`src/inc/shadow_port_pkg.sv`:
```
// constants and types shared by the shadow data port design
package shadow_port_pkg;
  // ****************************************
  // register map (word byte addresses)
  // ****************************************
  localparam logic [31:0] SHADOW_BASE = 32'h5000_1030;
  localparam int SHADOW_COUNT = 16;
  localparam logic [31:0] SHADOW_DATA_4 = 32'h5000_1040;
  localparam logic [31:0] SHADOW_DATA_5 = 32'h5000_1044;
  localparam logic [31:0] LINE_STATE_ADDR = 32'h5000_1080;
  localparam logic [31:0] FIFO_SETUP_ADDR = 32'h5000_1084;
  localparam logic [31:0] IRQ_STATUS_ADDR = 32'h5000_1088;
  localparam logic [31:0] IRQ_MASK_ADDR = 32'h5000_108C;
  // ****************************************
  // field positions
  // ****************************************
  localparam int LS_DATA_VALID = 0;
  localparam int LS_OVERRUN = 1;
  localparam int LS_TX_EMPTY = 5;
  localparam int FS_FIFO_EN = 0;
  localparam int FS_IR_MODE = 1;
  localparam int EV_RX_DATA = 0;
  localparam int EV_OVERRUN = 1;
  localparam int EV_TX_EMPTY = 2;
  localparam int EV_TX_LOST = 3;
  localparam int EV_WIDTH = 4;
  // ****************************************
  // reset values and depths
  // ****************************************
  localparam logic [7:0] SHADOW_RESET = 8'h00;
  localparam logic [1:0] FIFO_SETUP_RESET = 2'h0;
  localparam logic [3:0] IRQ_MASK_RESET = 4'h0;
  localparam int FIFO_DEPTH_DEFAULT = 16;
  // ****************************************
  // transmit state
  // ****************************************
  typedef enum logic [1:0] {
    TX_IDLE = 2'b01,
    TX_SEND = 2'b10
  } tx_state_t;
endpackage

```
`src/logic/shadow_fifo.sv`:
```
// byte fifo with registered head output
`timescale 1ns/1ps
module shadow_fifo
  import shadow_port_pkg::*;
#(
  parameter int DEPTH = FIFO_DEPTH_DEFAULT
) (
  input wire logic clk,
  input wire logic sys_rst,
  input wire logic flush,
  input wire logic push,
  input wire logic [7:0] pushData,
  input wire logic pop,
  output logic [7:0] headData,
  output logic full,
  output logic empty
);
  localparam int AW = $clog2(DEPTH);
  if (DEPTH < 2 || (1 << AW) != DEPTH) begin : g_badDepth
    $error("fifo depth must be a power of two");
  end
  logic [7:0] mem [DEPTH];
  logic [AW:0] wrPtr_r, wrPtr_nxt, rdPtr_r, rdPtr_nxt;
  logic [7:0] head_r;
  logic doPush, doPop;
  assign full = (wrPtr_r[AW] != rdPtr_r[AW]) && (wrPtr_r[AW-1:0] == rdPtr_r[AW-1:0]);
  assign empty = wrPtr_r == rdPtr_r;
  assign doPush = push && !full;
  assign doPop = pop && !empty;
  assign headData = head_r;
  always_comb begin
    wrPtr_nxt = wrPtr_r + (AW + 1)'(doPush);
    rdPtr_nxt = rdPtr_r + (AW + 1)'(doPop);
    if (flush) begin
      wrPtr_nxt = '0;
      rdPtr_nxt = '0;
    end
  end
  always_ff @(posedge clk) begin
    if (sys_rst) begin
      wrPtr_r <= '0;
      rdPtr_r <= '0;
    end else begin
      wrPtr_r <= wrPtr_nxt;
      rdPtr_r <= rdPtr_nxt;
    end
  end
  always_ff @(posedge clk) begin
    if (doPush) begin
      mem[wrPtr_r[AW-1:0]] <= pushData;
    end
  end
  // head register follows the read pointer, bypassing a write into an empty fifo
  always_ff @(posedge clk) begin
    if (sys_rst) begin
      head_r <= SHADOW_RESET;
    end else if (doPush && (wrPtr_r[AW-1:0] == rdPtr_nxt[AW-1:0]) && (wrPtr_r == rdPtr_nxt)) begin
      head_r <= pushData;
    end else begin
      head_r <= mem[rdPtr_nxt[AW-1:0]];
    end
  end
endmodule

```
`src/logic/shadow_serial_tx.sv`:
```
// serializer for one 8n1 character per load
`timescale 1ns/1ps
module shadow_serial_tx
  import shadow_port_pkg::*;
#(
  parameter int BIT_CYCLES = 16
) (
  input wire logic clk,
  input wire logic sys_rst,
  input wire logic load,
  input wire logic [7:0] loadData,
  output logic busy,
  output logic lineOut
);
  if (BIT_CYCLES < 1 || BIT_CYCLES > 65536) begin : g_badBit
    $error("bit time must be 1 to 65536 cycles");
  end
  tx_state_t state_r, state_nxt;
  logic [9:0] shift_r, shift_nxt;
  logic [3:0] bitCnt_r, bitCnt_nxt;
  logic [15:0] tick_r, tick_nxt;
  assign busy = state_r == TX_SEND;
  assign lineOut = shift_r[0];
  always_comb begin
    state_nxt = state_r;
    shift_nxt = shift_r;
    bitCnt_nxt = bitCnt_r;
    tick_nxt = tick_r;
    case (state_r)
      TX_IDLE: begin
        if (load) begin
          shift_nxt = {1'b1, loadData, 1'b0};
          bitCnt_nxt = 4'h0;
          tick_nxt = 16'h0000;
          state_nxt = TX_SEND;
        end
      end
      TX_SEND: begin
        if (tick_r == 16'(BIT_CYCLES - 1)) begin
          tick_nxt = 16'h0000;
          shift_nxt = {1'b1, shift_r[9:1]};
          bitCnt_nxt = bitCnt_r + 4'h1;
          if (bitCnt_r == 4'h9) state_nxt = TX_IDLE;
        end else begin
          tick_nxt = tick_r + 16'h0001;
        end
      end
      default: state_nxt = TX_IDLE;
    endcase
  end
  always_ff @(posedge clk) begin
    if (sys_rst) begin
      state_r <= TX_IDLE;
      shift_r <= 10'h3FF;
      bitCnt_r <= 4'h0;
      tick_r <= 16'h0000;
    end else begin
      state_r <= state_nxt;
      shift_r <= shift_nxt;
      bitCnt_r <= bitCnt_nxt;
      tick_r <= tick_nxt;
    end
  end
endmodule

```
`src/logic/uart_shadow_data_port.sv`:
```
// shadow data port: receive buffer and transmit holding aliases with fifos
//
// Behaviour
// - sixteen word aliases reach rx and tx data
// - read returns byte from serial or infrared input
// - read data valid only while data-valid flag set
// - fifo off: new byte overwrites, overrun flagged
// - fifo on: read returns receive fifo head
// - full receive fifo drops new byte, overrun; code flags no overrun if a read pops the fifo in the same cycle
// - written byte sent on serial or infrared out
// - fifo off: write clears holding-empty flag
// - fifo off: extra write overwrites pending byte
// - fifo on: accepts up to depth characters
// - write to full transmit fifo is discarded
//
// The strobed register port was decided locally.
`timescale 1ns/1ps
module uart_shadow_data_port
  import shadow_port_pkg::*;
#(
  parameter int FIFO_DEPTH = FIFO_DEPTH_DEFAULT,
  parameter int BIT_CYCLES = 16
) (
  input wire logic clk,
  input wire logic sys_rst,
  input wire logic [31:0] busAddr,
  input wire logic [31:0] busWrData,
  input wire logic busWrite,
  input wire logic busRead,
  output logic [31:0] busRdData,
  input wire logic rxValid,
  input wire logic [7:0] rxSerialByte,
  input wire logic [7:0] rxInfraredByte,
  output logic serialOut,
  output logic infraredOut_n,
  output logic irq
);
  // ****************************************
  // parameter checks
  // ****************************************
  if (FIFO_DEPTH < 2 || (1 << $clog2(FIFO_DEPTH)) != FIFO_DEPTH) begin : g_badDepth
    $error("fifo depth must be a power of two, two or more");
  end
  if (BIT_CYCLES < 1 || BIT_CYCLES > 65536) begin : g_badBit
    $error("bit time must be 1 to 65536 cycles");
  end
  // ****************************************
  // address decode
  // ****************************************
  function automatic logic isShadow(input logic [31:0] a);
    logic [31:0] off;
    off = a - SHADOW_BASE;
    return (a[1:0] == 2'b00) && (a >= SHADOW_BASE) && (off < 32'(SHADOW_COUNT * 4));
  endfunction
  logic shadowWr, shadowRd;
  assign shadowWr = busWrite && isShadow(busAddr);
  assign shadowRd = busRead && isShadow(busAddr);
  function automatic logic hitReg(input logic strobe, input logic [31:0] a,
    input logic [31:0] target);
    return strobe && (a == target);
  endfunction
  logic wrSetup, wrMask, wrStatus, rdLine;
  assign wrSetup = hitReg(busWrite, busAddr, FIFO_SETUP_ADDR);
  assign wrMask = hitReg(busWrite, busAddr, IRQ_MASK_ADDR);
  assign wrStatus = hitReg(busWrite, busAddr, IRQ_STATUS_ADDR);
  assign rdLine = hitReg(busRead, busAddr, LINE_STATE_ADDR);
  // ****************************************
  // configuration
  // ****************************************
  logic [1:0] fifoSetup_r, fifoSetup_nxt;
  logic [3:0] irqMask_r, irqMask_nxt;
  logic fifoOn, irMode, modeChange;
  assign fifoOn = fifoSetup_r[FS_FIFO_EN];
  assign irMode = fifoSetup_r[FS_IR_MODE];
  assign modeChange = wrSetup && busWrData[FS_FIFO_EN] != fifoOn;
  always_comb begin
    fifoSetup_nxt = fifoSetup_r;
    irqMask_nxt = irqMask_r;
    if (wrSetup) fifoSetup_nxt = busWrData[1:0];
    if (wrMask) irqMask_nxt = busWrData[3:0];
  end
  always_ff @(posedge clk) begin
    if (sys_rst) begin
      fifoSetup_r <= FIFO_SETUP_RESET;
      irqMask_r <= IRQ_MASK_RESET;
    end else begin
      fifoSetup_r <= fifoSetup_nxt;
      irqMask_r <= irqMask_nxt;
    end
  end
  // ****************************************
  // receive path
  // ****************************************
  logic [7:0] rxByte;
  logic [7:0] rxHold_r, rxHold_nxt;
  logic rxHoldValid_r, rxHoldValid_nxt;
  logic overrun_r, overrun_nxt;
  logic rxFull, rxEmpty, rxPush, rxPop;
  logic [7:0] rxHead;
  logic dataValid, overrunEvent;
  assign rxByte = irMode ? rxInfraredByte : rxSerialByte;
  assign rxPush = fifoOn && rxValid;
  assign rxPop = fifoOn && shadowRd;
  shadow_fifo #(.DEPTH(FIFO_DEPTH)) rxFifo (
    .clk(clk),
    .sys_rst(sys_rst),
    .flush(modeChange),
    .push(rxPush),
    .pushData(rxByte),
    .pop(rxPop),
    .headData(rxHead),
    .full(rxFull),
    .empty(rxEmpty)
  );
  assign dataValid = fifoOn ? !rxEmpty : rxHoldValid_r;
  assign overrunEvent = rxValid && (fifoOn ? (rxFull && !rxPop)
    : (rxHoldValid_r && !shadowRd));
  always_comb begin
    rxHold_nxt = rxHold_r;
    rxHoldValid_nxt = rxHoldValid_r;
    overrun_nxt = overrun_r;
    if (!fifoOn && shadowRd) rxHoldValid_nxt = 1'b0;
    if (!fifoOn && rxValid) begin
      rxHold_nxt = rxByte;
      rxHoldValid_nxt = 1'b1;
    end
    if (rdLine) overrun_nxt = 1'b0;
    if (overrunEvent) overrun_nxt = 1'b1;
    if (modeChange) rxHoldValid_nxt = 1'b0;
  end
  always_ff @(posedge clk) begin
    if (sys_rst) begin
      rxHold_r <= SHADOW_RESET;
      rxHoldValid_r <= 1'b0;
      overrun_r <= 1'b0;
    end else begin
      rxHold_r <= rxHold_nxt;
      rxHoldValid_r <= rxHoldValid_nxt;
      overrun_r <= overrun_nxt;
    end
  end
  // ****************************************
  // transmit path
  // ****************************************
  logic [7:0] txHold_r, txHold_nxt;
  logic txHoldFull_r, txHoldFull_nxt;
  logic txFull, txEmpty, txPush, txPop, txLoad, txBusy, txLine;
  logic [7:0] txHead, txLoadData;
  logic txHoldEmpty, txLost;
  assign txPush = fifoOn && shadowWr;
  assign txLost = fifoOn && shadowWr && txFull;
  assign txLoad = !txBusy && (fifoOn ? !txEmpty : txHoldFull_r);
  assign txPop = fifoOn && txLoad;
  assign txLoadData = fifoOn ? txHead : txHold_r;
  shadow_fifo #(.DEPTH(FIFO_DEPTH)) txFifo (
    .clk(clk),
    .sys_rst(sys_rst),
    .flush(modeChange),
    .push(txPush),
    .pushData(busWrData[7:0]),
    .pop(txPop),
    .headData(txHead),
    .full(txFull),
    .empty(txEmpty)
  );
  shadow_serial_tx #(.BIT_CYCLES(BIT_CYCLES)) txSer (
    .clk(clk),
    .sys_rst(sys_rst),
    .load(txLoad),
    .loadData(txLoadData),
    .busy(txBusy),
    .lineOut(txLine)
  );
  assign txHoldEmpty = fifoOn ? txEmpty : !txHoldFull_r;
  always_comb begin
    txHold_nxt = txHold_r;
    txHoldFull_nxt = txHoldFull_r;
    if (!fifoOn && txLoad) txHoldFull_nxt = 1'b0;
    if (!fifoOn && shadowWr) begin
      txHold_nxt = busWrData[7:0];
      txHoldFull_nxt = 1'b1;
    end
    if (modeChange) txHoldFull_nxt = 1'b0;
  end
  always_ff @(posedge clk) begin
    if (sys_rst) begin
      txHold_r <= SHADOW_RESET;
      txHoldFull_r <= 1'b0;
      serialOut <= 1'b1;
      infraredOut_n <= 1'b1;
    end else begin
      txHold_r <= txHold_nxt;
      txHoldFull_r <= txHoldFull_nxt;
      serialOut <= irMode ? 1'b1 : txLine;
      infraredOut_n <= irMode ? txLine : 1'b1;
    end
  end
  // ****************************************
  // interrupts
  // ****************************************
  logic [3:0] irqStatus_r, irqStatus_nxt, events;
  logic txEmptyPrev_r;
  always_comb begin
    events = 4'h0;
    events[EV_RX_DATA] = rxValid;
    events[EV_OVERRUN] = overrunEvent;
    events[EV_TX_EMPTY] = txHoldEmpty && !txEmptyPrev_r;
    events[EV_TX_LOST] = txLost;
    irqStatus_nxt = irqStatus_r;
    if (wrStatus) irqStatus_nxt = irqStatus_r & ~busWrData[3:0];
    irqStatus_nxt = irqStatus_nxt | events;
  end
  always_ff @(posedge clk) begin
    if (sys_rst) begin
      irqStatus_r <= 4'h0;
      txEmptyPrev_r <= 1'b1;
      irq <= 1'b0;
    end else begin
      irqStatus_r <= irqStatus_nxt;
      txEmptyPrev_r <= txHoldEmpty;
      irq <= |(irqStatus_nxt & irqMask_nxt);
    end
  end
  // ****************************************
  // read data
  // ****************************************
  logic [31:0] rdData_nxt;
  always_comb begin
    rdData_nxt = 32'h0000_0000;
    if (shadowRd) begin
      rdData_nxt = {24'h00_0000, fifoOn ? rxHead : rxHold_r};
    end else if (busRead) begin
      case (busAddr)
        LINE_STATE_ADDR: begin
          rdData_nxt[LS_DATA_VALID] = dataValid;
          rdData_nxt[LS_OVERRUN] = overrun_r;
          rdData_nxt[LS_TX_EMPTY] = txHoldEmpty;
        end
        FIFO_SETUP_ADDR: rdData_nxt = {30'h0, fifoSetup_r};
        IRQ_STATUS_ADDR: rdData_nxt = {28'h000_0000, irqStatus_r};
        IRQ_MASK_ADDR: rdData_nxt = {28'h000_0000, irqMask_r};
        default: rdData_nxt = 32'h0000_0000;
      endcase
    end
  end
  always_ff @(posedge clk) begin
    if (sys_rst) busRdData <= 32'h0000_0000;
    else busRdData <= rdData_nxt;
  end
  // ****************************************
  // checks
  // ****************************************
  shadow_write_a: assert property (@(posedge clk) disable iff (sys_rst)
    !fifoOn && shadowWr && !modeChange |=> !txHoldEmpty)
    else $error("holding-empty flag not cleared by write");
  hold_overwrite_a: assert property (@(posedge clk) disable iff (sys_rst)
    !fifoOn && shadowWr |=> txHold_r == $past(busWrData[7:0]))
    else $error("holding data not overwritten");
  rx_overwrite_a: assert property (@(posedge clk) disable iff (sys_rst)
    !fifoOn && rxValid && rxHoldValid_r && !shadowRd |=> overrun_r && rxHold_r == $past(rxByte))
    else $error("overrun not flagged on overwrite");
  rx_drop_a: assert property (@(posedge clk) disable iff (sys_rst)
    fifoOn && rxValid && rxFull && !rxPop |=> overrun_r && rxFull)
    else $error("full fifo overrun not flagged");
  tx_lost_a: assert property (@(posedge clk) disable iff (sys_rst)
    txLost && !txPop |=> irqStatus_r[EV_TX_LOST] && txFull)
    else $error("lost write not reported");
  upper_zero_a: assert property (@(posedge clk) disable iff (sys_rst)
    shadowRd |=> busRdData[31:8] == 24'h00_0000)
    else $error("reserved bits not zero");
  shadow_read_a: assert property (@(posedge clk) disable iff (sys_rst)
    shadowRd && fifoOn |=> busRdData[7:0] == $past(rxHead))
    else $error("fifo head not returned");
  ir_idle_a: assert property (@(posedge clk) disable iff (sys_rst)
    irMode ##1 irMode |-> serialOut && infraredOut_n == $past(txLine))
    else $error("infrared output routing wrong");
  alias_rd_a: assert property (@(posedge clk) disable iff (sys_rst)
    busRead && busAddr == SHADOW_DATA_5 && !fifoOn |=> busRdData[7:0] == $past(rxHold_r))
    else $error("alias read wrong");
  irq_level_a: assert property (@(posedge clk) disable iff (sys_rst)
    ##1 irq == |(irqStatus_r & irqMask_r))
    else $error("interrupt level wrong");
  rx_valid_a: assert property (@(posedge clk) disable iff (sys_rst)
    !fifoOn && rxValid && !modeChange |=> dataValid)
    else $error("data-valid flag not set by arrival");
  rx_clear_a: assert property (@(posedge clk) disable iff (sys_rst)
    !fifoOn && shadowRd && !rxValid |=> !dataValid)
    else $error("data-valid flag not cleared by read");
  rx_source_a: assert property (@(posedge clk) disable iff (sys_rst)
    !fifoOn && rxValid |=> rxHold_r ==
    ($past(irMode) ? $past(rxInfraredByte) : $past(rxSerialByte)))
    else $error("receive byte taken from wrong input");
  tx_accept_a: assert property (@(posedge clk) disable iff (sys_rst)
    fifoOn && shadowWr && !txFull && !modeChange |=> !txEmpty)
    else $error("write not accepted by transmit fifo");
  normal_out_a: assert property (@(posedge clk) disable iff (sys_rst)
    !irMode ##1 !irMode |-> infraredOut_n && serialOut == $past(txLine))
    else $error("serial output routing wrong");
  reset_state_a: assert property (@(posedge clk)
    sys_rst |=> serialOut && infraredOut_n && !irq && busRdData == 32'h0000_0000)
    else $error("outputs not at reset values");
  fifo_flush_a: assert property (@(posedge clk) disable iff (sys_rst)
    modeChange |=> rxEmpty && txEmpty && !rxHoldValid_r && !txHoldFull_r)
    else $error("mode change did not flush");
  rx_event_a: assert property (@(posedge clk) disable iff (sys_rst)
    rxValid |=> irqStatus_r[EV_RX_DATA])
    else $error("receive event not recorded");
  overrun_flag_a: assert property (@(posedge clk) disable iff (sys_rst)
    overrunEvent |=> irqStatus_r[EV_OVERRUN] && overrun_r)
    else $error("overrun event not recorded");
  overrun_clear_a: assert property (@(posedge clk) disable iff (sys_rst)
    rdLine && !overrunEvent |=> !overrun_r)
    else $error("overrun not cleared by line state read");
  tx_event_a: assert property (@(posedge clk) disable iff (sys_rst)
    txHoldEmpty && !txEmptyPrev_r |=> irqStatus_r[EV_TX_EMPTY])
    else $error("holding-empty event not recorded");
  rx_over_c: cover property (@(posedge clk) disable iff (sys_rst) overrunEvent);
  tx_full_c: cover property (@(posedge clk) disable iff (sys_rst) txLost);
  ir_send_c: cover property (@(posedge clk) disable iff (sys_rst) irMode && txLoad);
  fifo_read_c: cover property (@(posedge clk) disable iff (sys_rst) fifoOn && shadowRd);
endmodule

```
`config.mk`:
```
export PLATFORM = sky130hd
export DESIGN_NAME = uart_shadow_data_port
export DESIGN_NICKNAME = d
export VERILOG_FILES = /design/src/inc/shadow_port_pkg.sv /design/src/logic/shadow_fifo.sv /design/src/logic/shadow_serial_tx.sv /design/src/logic/uart_shadow_data_port.sv
export SDC_FILE = /design/constraint.sdc
export NUM_CORES = 1
export LEC_CHECK = 0
export BUFFER_PORTS_ARGS = -buffer_cell sky130_fd_sc_hd__buf_2
export CORE_MARGIN = 3
export CORE_UTILIZATION = 56
export CTS_CLUSTER_DIAMETER = 30
export CTS_CLUSTER_SIZE = 20
export DETAILED_ROUTE_END_ITERATION = 10
export PLACE_DENSITY = 0.75
export SLEW_MARGIN = 20
export SYNTH_ARGS = -nofsm -noshare
export SYNTH_HDL_FRONTEND = slang
export SYNTH_SLANG_ARGS = --single-unit
```
`constraint.sdc`:
```
create_clock -name clk -period 5.4 [get_ports clk]
set_input_delay 0.27 -clock clk [delete_from_list [all_inputs] [get_ports clk]]
set_output_delay 0.27 -clock clk [all_outputs]
set_load 0.05 [all_outputs]
```
==> metrics.cfg, run 1 <==
[status]
outcome = complete, no violations

[floorplanning]
dieWidth_um = 174.5
core-area_um2 = 27860
start_util = 0.5704
fp.dieArea_um2 = 30430
ios = 120
die_h_um = 174.5
rows = 61

[synthesis]
synth_area_um2 = 15890
synth_area_leaders = edfxtp_1 (48%), dfxtp_1 (14%), mux4_2 (4.5%)
synth_commonest_cells = edfxtp_1 (256), nor2_1 (116), nand2_1 (112)
synthCells = 1274
synth_area_per_cell_um2 = 12.47
synth_most_common_cell = edfxtp_1
synth_top_area_share = 0.4838
synth-async-reset-ratio = 0
yosysWarnings = 0
yosysSeqAreaShare = 0.6198
yosysUniqueCellTypes = 71
yosysTopAreaCell = edfxtp_1
synth-edff-count = 256
ys_ff_latch = 364
synth_ff_type = edfxtp_1

[finish]
final.fill_count = 1882
multi_input_area_um2 = 5629
nets = 1475
area_growth_pct = 19.93
num_antenna_cells = 0
drive_gt1_frac = 0.2014
postLayoutCoreUtil = 0.6841
regArea_um2 = 9849

[sta]
drv_slew = 0
hold_viol = 0
fin_crit_sh = 0.8572
rsz0062_at_grt = no
worst_slew_pin_slew_ps = 1222
setup_viol = 0
final.setup.tns_ps = 0
finClkSkew_ps = 70.81
min_period_ps = 4629
max_slew_margin = 0.1793
max_freq_mhz = 216.0

[hold_path]
hold_path_end = busRdData[5]$_SDFF_PP0_
min_path_cells = 3
hp-class = in -> reg
hp-start = busRead

[job]
max_cap_violations = 0

[pwr]
p_sw_mw = 1.664
vdd_ir_drop_max_mv = 0.2684
intPower_mw = 5.719
switching_share = 0.2254
p_per_area_nw_per_um2 = 387.4
p_comb_frac = 0.023
power.share.clock = 0.570
leakage_nw = 6.643
seq_power_share = 0.407

[place]
dp_hpwl_um = 23120
place_congestion = 0.8755
io_buffers = 71

[worst_setup_path]
crit_type = in -> reg
worstPathArrival_ps = 5120
worstPathMaxFanout = 38
startpoint = busAddr[4]
reg2reg_slack_ps = 1260
cp-end-kind = flip-flop
r2r-start = rxFifo.wrPtr_r[2]$_SDFF_PP0_
r2r_end = rxFifo.headData[7]$_SDFF_PP0_
required_ps = 5890
r2r_cells = 13
startpoint_type = input pin

[clock_tree]
cts-htree-levels = 3
clock_path_buffers = 3
cts-root-buf = clkbuf_16
cts_tree = yes
clock-sinks = 364
cts_buffers = 70
insertion_delay_ps = 600
postCtsResizedCells = 0
clk_pin_slew_ps = 50
postCtsSetupRepairBufs = 0
postCtsHoldBufs = 0

[route]
vias = 10890
drt-initial-drc-count = 1146
drt-pass1-iter-count = 8
wirelength_um = 36670
drc = 0
via_per_inst = 6.008
antenna_left = 0
avgRoutedWirePerCell_um = 20.23

[global_route]
grt_max_degree = 58
grt_pass1_vias = 10710
grt_pass1_wl_um = 58090
antenna_found_initial = 0
grtUsageTotal = 0.2412
overflow = 0

sequential cells by signal (all words and copies together) (netlist names), 4 cells and up:
name	count
rxHold_r	8
txFifo.headData	8
rxFifo.headData	8
rxFifo.mem	128
txFifo.wrPtr_r	5
rxFifo.rdPtr_r	5
txSer.shift_r	9
txSer.bitCnt_r	4
rxFifo.wrPtr_r	5
irqStatus_r	4
txFifo.rdPtr_r	5
irqMask_r	4
busRdData	8
txSer.tick_r	16
txHold_r	8
txFifo.mem	128
power groups by stage:
stage	combinational (mW)	sequential, mW	clock (mW)
finish	0.172	3.00	4.21
detailed placement	0.168	3.06	0
global route	0.184	3.00	4.42
global placement	0.163	3.05	0
floorplan	0.107	3.05	0
CTS	0.170	3.00	4.26
critical path, cell delays in order:
cell and delay [ps]:
buf_2 130, a211o_1 320, o41a_1 470, o31a_1 350, or4_1 570, nor3_1 360
and4_1 260, ha_2 190, ha_1 290, xor2_4 190, buf_12 250, nand2_1 80
a31oi_1 190, nor2_1 60, a2111oi_0 800, a211oi_1 90, a211oi_1 240
metrics by stage:
stage	total power [mW]	cells	setup slack (ps)	cell area, µm²	hold slack [ps]
finish	7.384	1813	771.2	19060	69.68
global route	7.605	1813	587.2	19060	92.79
CTS	7.437	1813	927.8	19050	41.93
detailed placement	3.224	1685	358.3	16650	448.4
global placement	3.218	1685	386.0	16640	440.9
floorplan	3.161	1297	475.0	15980	368.9
logic make-up (layout without fill, tap and decap cells):
| family | after synthesis | after routing | share of synthesized area |
|---|---|---|---|
| AND/OR/NAND/NOR | 408 | 408 | 0.1261 |
| other | 1 | 24 | 0.0002360 |
| buffers and inverters | 116 | 254 | 0.03402 |
| multiplexers | 99 | 99 | 0.08858 |
| XOR/XNOR | 45 | 45 | 0.02567 |
| adder cells (fa/ha/maj) | 11 | 11 | 0.008661 |
| flip-flops | 364 | 364 | 0.6198 |
| AO/OA/AOI/OAI | 230 | 230 | 0.09685 |
cell usage in the layout, fill, tap and decap left out, types with 32 or more instances in the layout:
| cell | n |
|---|---|
| nor2_1 | 116 |
| buf_2 | 71 |
| clkbuf_16 | 71 |
| edfxtp_1 | 256 |
| buf_4 | 32 |
| mux2i_1 | 54 |
| mux4_2 | 32 |
| dfxtp_1 | 108 |
| o21ai_0 | 54 |
| a21oi_1 | 54 |
| nand2_1 | 112 |
worst max-delay path by stage:
stage / endpoint / depth (start not counted)
after floorplan: rxFifo.headData[7]$_SDFF_PP0_ / 17
after global placement: rxFifo.headData[7]$_SDFF_PP0_ / 17
after detailed placement: rxFifo.headData[7]$_SDFF_PP0_ / 16
after CTS: rxFifo.headData[7]$_SDFF_PP0_ / 16
after global routing: rxFifo.headData[1]$_SDFF_PP0_ / 18
final: rxFifo.headData[7]$_SDFF_PP0_ / 17
layout make-up:
class	count	share of cell area
clock buffers	79	0.09743
repair buffers	104	0.03230
well taps	378	0.02482
flip-flops and latches	364	0.5168
inverters	22	0.004596
multi-input cells	817	0.2954
clock inverters	49	0.02863
metal layers:
layer | GRT usage | routed length, µm
met3 | 0.05570 | 3495
met5 | 0 | 0
met2 | 0.3752 | 17110
met4 | 0.07942 | 706
met1 | 0.3395 | 15360
No activity file was read; power rests on OpenSTA's default activity.
==> run 2, diff against run 1 <==
Settings changed: SYNTH_HIERARCHICAL set to 1.
==> metrics.cfg, run 2 <==
[clock_tree]
postCtsHoldBufs = 0
postCtsResizedCells = 0
postCtsSetupRepairBufs = 0
clk_pin_slew_ps = 50
cts-root-buf = clkbuf_16
insertion_delay_ps = 570
cts-htree-levels = 2
cts_tree = yes
cts_buffers = 61
clock_path_buffers = 3
clock-sinks = 364

[synthesis]
synth_area_um2 = 16520
yosysUniqueCellTypes = 90
yosysWarnings = 6
synth_area_per_cell_um2 = 11.92
ys_ff_latch = 364
yosysTopAreaCell = edfxtp_1
synth_top_area_share = 0.4653
synth_ff_type = edfxtp_1
synthCells = 1386
synth-async-reset-ratio = 0
synth_commonest_cells = edfxtp_1 (256), nand2_1 (128), nor2_1 (112)
synth_most_common_cell = edfxtp_1
synth-edff-count = 256
synth_area_leaders = edfxtp_1 (47%), dfxtp_1 (13%), mux2i_1 (4.8%)
yosysSeqAreaShare = 0.5961

[route]
wirelength_um = 37570
vias = 11460
antenna_left = 0
drc = 0
drt-pass1-iter-count = 5
avgRoutedWirePerCell_um = 19.83
drt-initial-drc-count = 1135
via_per_inst = 6.046

[worst_setup_path]
required_ps = 5900
max_stage_delay_ps = 530
cp-endpoint = rxFifo/headData[6]$_SDFF_PP0_
cp_num_buf_inv = 3
startpoint_type = input pin
startpoint = busAddr[25]
crit_path_top_delay_cell = or4_4
cp_top_family = simple AND/OR/NAND/NOR gates
r2r_end = txFifo/headData[2]$_SDFF_PP0_
cp.depth = 17
reg2reg_slack_ps = 1210
worstPathMaxFanout = 44
worstPathArrival_ps = 4730
cp-end-kind = flip-flop
r2r-start = txFifo/wrPtr_r[1]$_SDFF_PP0_
crit_type = in -> reg
r2r_cells = 13
crit_chain = buf_2 > or4_4 > and4bb_1 > nand4_1 > and4bb_2 > and2_1 > and3_1 > nor2b_1 > ha_2 > ha_1 > buf_12 > inv_1 > nor4_1 > o311a_1 > nand4b_2 > nor2_1 > a32o_1

[place]
dp_hpwl_um = 23280
post-place-ws_ps = 786.9
place_congestion = 0.8978
io_buffers = 71

[sta]
max_slew_margin = 0.2784
drv_slew = 0
setup_viol = 0
fin_ws_ps = 1179
hold_viol = 0
hold-worst-slack_ps = 69.46
fin_crit_sh = 0.7817
final.setup.tns_ps = 0
rsz0062_at_grt = no
worst_slew_pin_slew_ps = 1080
min_period_ps = 4221
max_freq_mhz = 236.9
finClkSkew_ps = 12.75

[global_route]
antenna_found_initial = 0
grt_max_degree = 71
grt_pass1_vias = 10900
grtUsageTotal = 0.2324
overflow = 0
grt_pass1_wl_um = 58170

[finish]
regArea_um2 = 9849
area_growth_pct = 16.78
mostFrequentLayoutCell = edfxtp_1
num_antenna_cells = 0
nets = 1554
final.fill_count = 2023
drive_gt1_frac = 0.1873
final_cell_mix = edfxtp_1 (256), nand2_1 (128), nor2_1 (111)
multi_input_area_um2 = 6018

[floorplanning]
ios = 120
fp.dieArea_um2 = 31600
start_util = 0.5725
core-area_um2 = 28860
dieWidth_um = 177.8
die_h_um = 177.8
rows = 62

[pwr]
power_mw = 7.283
p_per_area_nw_per_um2 = 377.5
leakage_nw = 6.841
vdd_ir_drop_max_mv = 0.2550

[status]
outcome = complete, no violations

[job]
max_cap_violations = 0

[hold_path]
min_path_cells = 3
hp-class = in -> reg

==> run 2: changes by cell type in the layout (fill, tap and decap cells not counted), sizes merged, moves of 19 or more <==
cell    previous run  this run
a221oi            23         4
a211oi            22        41
nor2b              9        42
nand3             23        53
mux4              32         0
o21ai             54        18
mux2i             54        79
==> run 2: worst min-delay path by stage <==
stage / start / endpoint / slack [ps]
global route: rxValid / irqStatus_r[0]$_SDFF_PP0_ / 80
floorplan: sys_rst / rxFifo/wrPtr_r[0]$_SDFF_PP0_ / 350
finish: rxValid / irqStatus_r[0]$_SDFF_PP0_ / 70
detailed placement: overrun_r$_SDFFE_PP0P_ / overrun_r$_SDFFE_PP0P_ / 450
CTS: rxValid / irqStatus_r[0]$_SDFF_PP0_ / 40
global placement: overrun_r$_SDFFE_PP0P_ / overrun_r$_SDFFE_PP0P_ / 450
==> run 2: cells by family (layout without fill, tap and decap cells) <==
kind of cell	count (synthesis)	after routing	synth area share
compound gates	227	227	0.09974
xor+xnor	33	33	0.01840
fa+ha+maj	11	11	0.008330
buf+inv	133	235	0.04703
flops	364	364	0.5961
mux	106	106	0.06649
other cells	1	24	0.0002270
simple gates	511	511	0.1636
==> run 2: through the flow <==
step / instances / util / instance area (µm²)
6_report: 1895 / 0.6686 / 19290
5_1_grt: 1895 / 0.6686 / 19290
4_1_cts: 1895 / 0.6682 / 19280
3_5_place_dp: 1779 / 0.5904 / 17040
3_3_place_gp: 1779 / 0.5904 / 17040
2_1_floorplan: 1409 / - / 16610
==> run 2: cell type report <==
type / instances / area share
Clock buffer: 68 / 0.08255
Clock inverter: 48 / 0.03385
Inverter: 18 / 0.003502
Multi-Input combinational cell: 912 / 0.3119
Sequential cell: 364 / 0.5105
Tap cell: 384 / 0.02490
Timing Repair Buffer: 101 / 0.03281
==> run 2: per-layer routing <==
| layer | vias up | routed length [µm] | global-route usage |
|---|---|---|---|
| li1 | 5315 | - | - |
| met1 | 5563 | 16280 | 0.3271 |
| met2 | 506 | 17640 | 0.3757 |
| met3 | 74 | 2798 | 0.03338 |
| met4 | 0 | 854 | 0.07264 |
| met5 | - | 0 | 0 |
==> run 2: where the power goes <==
part	switching [mW]	total [mW]	internal, mW	leakage [nW]
sequential	0.00422	3.00	3.00	3.18
combinational	0.127	0.167	0.0402	2.59
clock	1.35	4.12	2.76	1.08
==> run 2: tightest hold or removal path: cells and delay by family <==
family	cells	cell delay (ps)
compound gates	1	80
simple gates	1	90
buf+inv	1	150
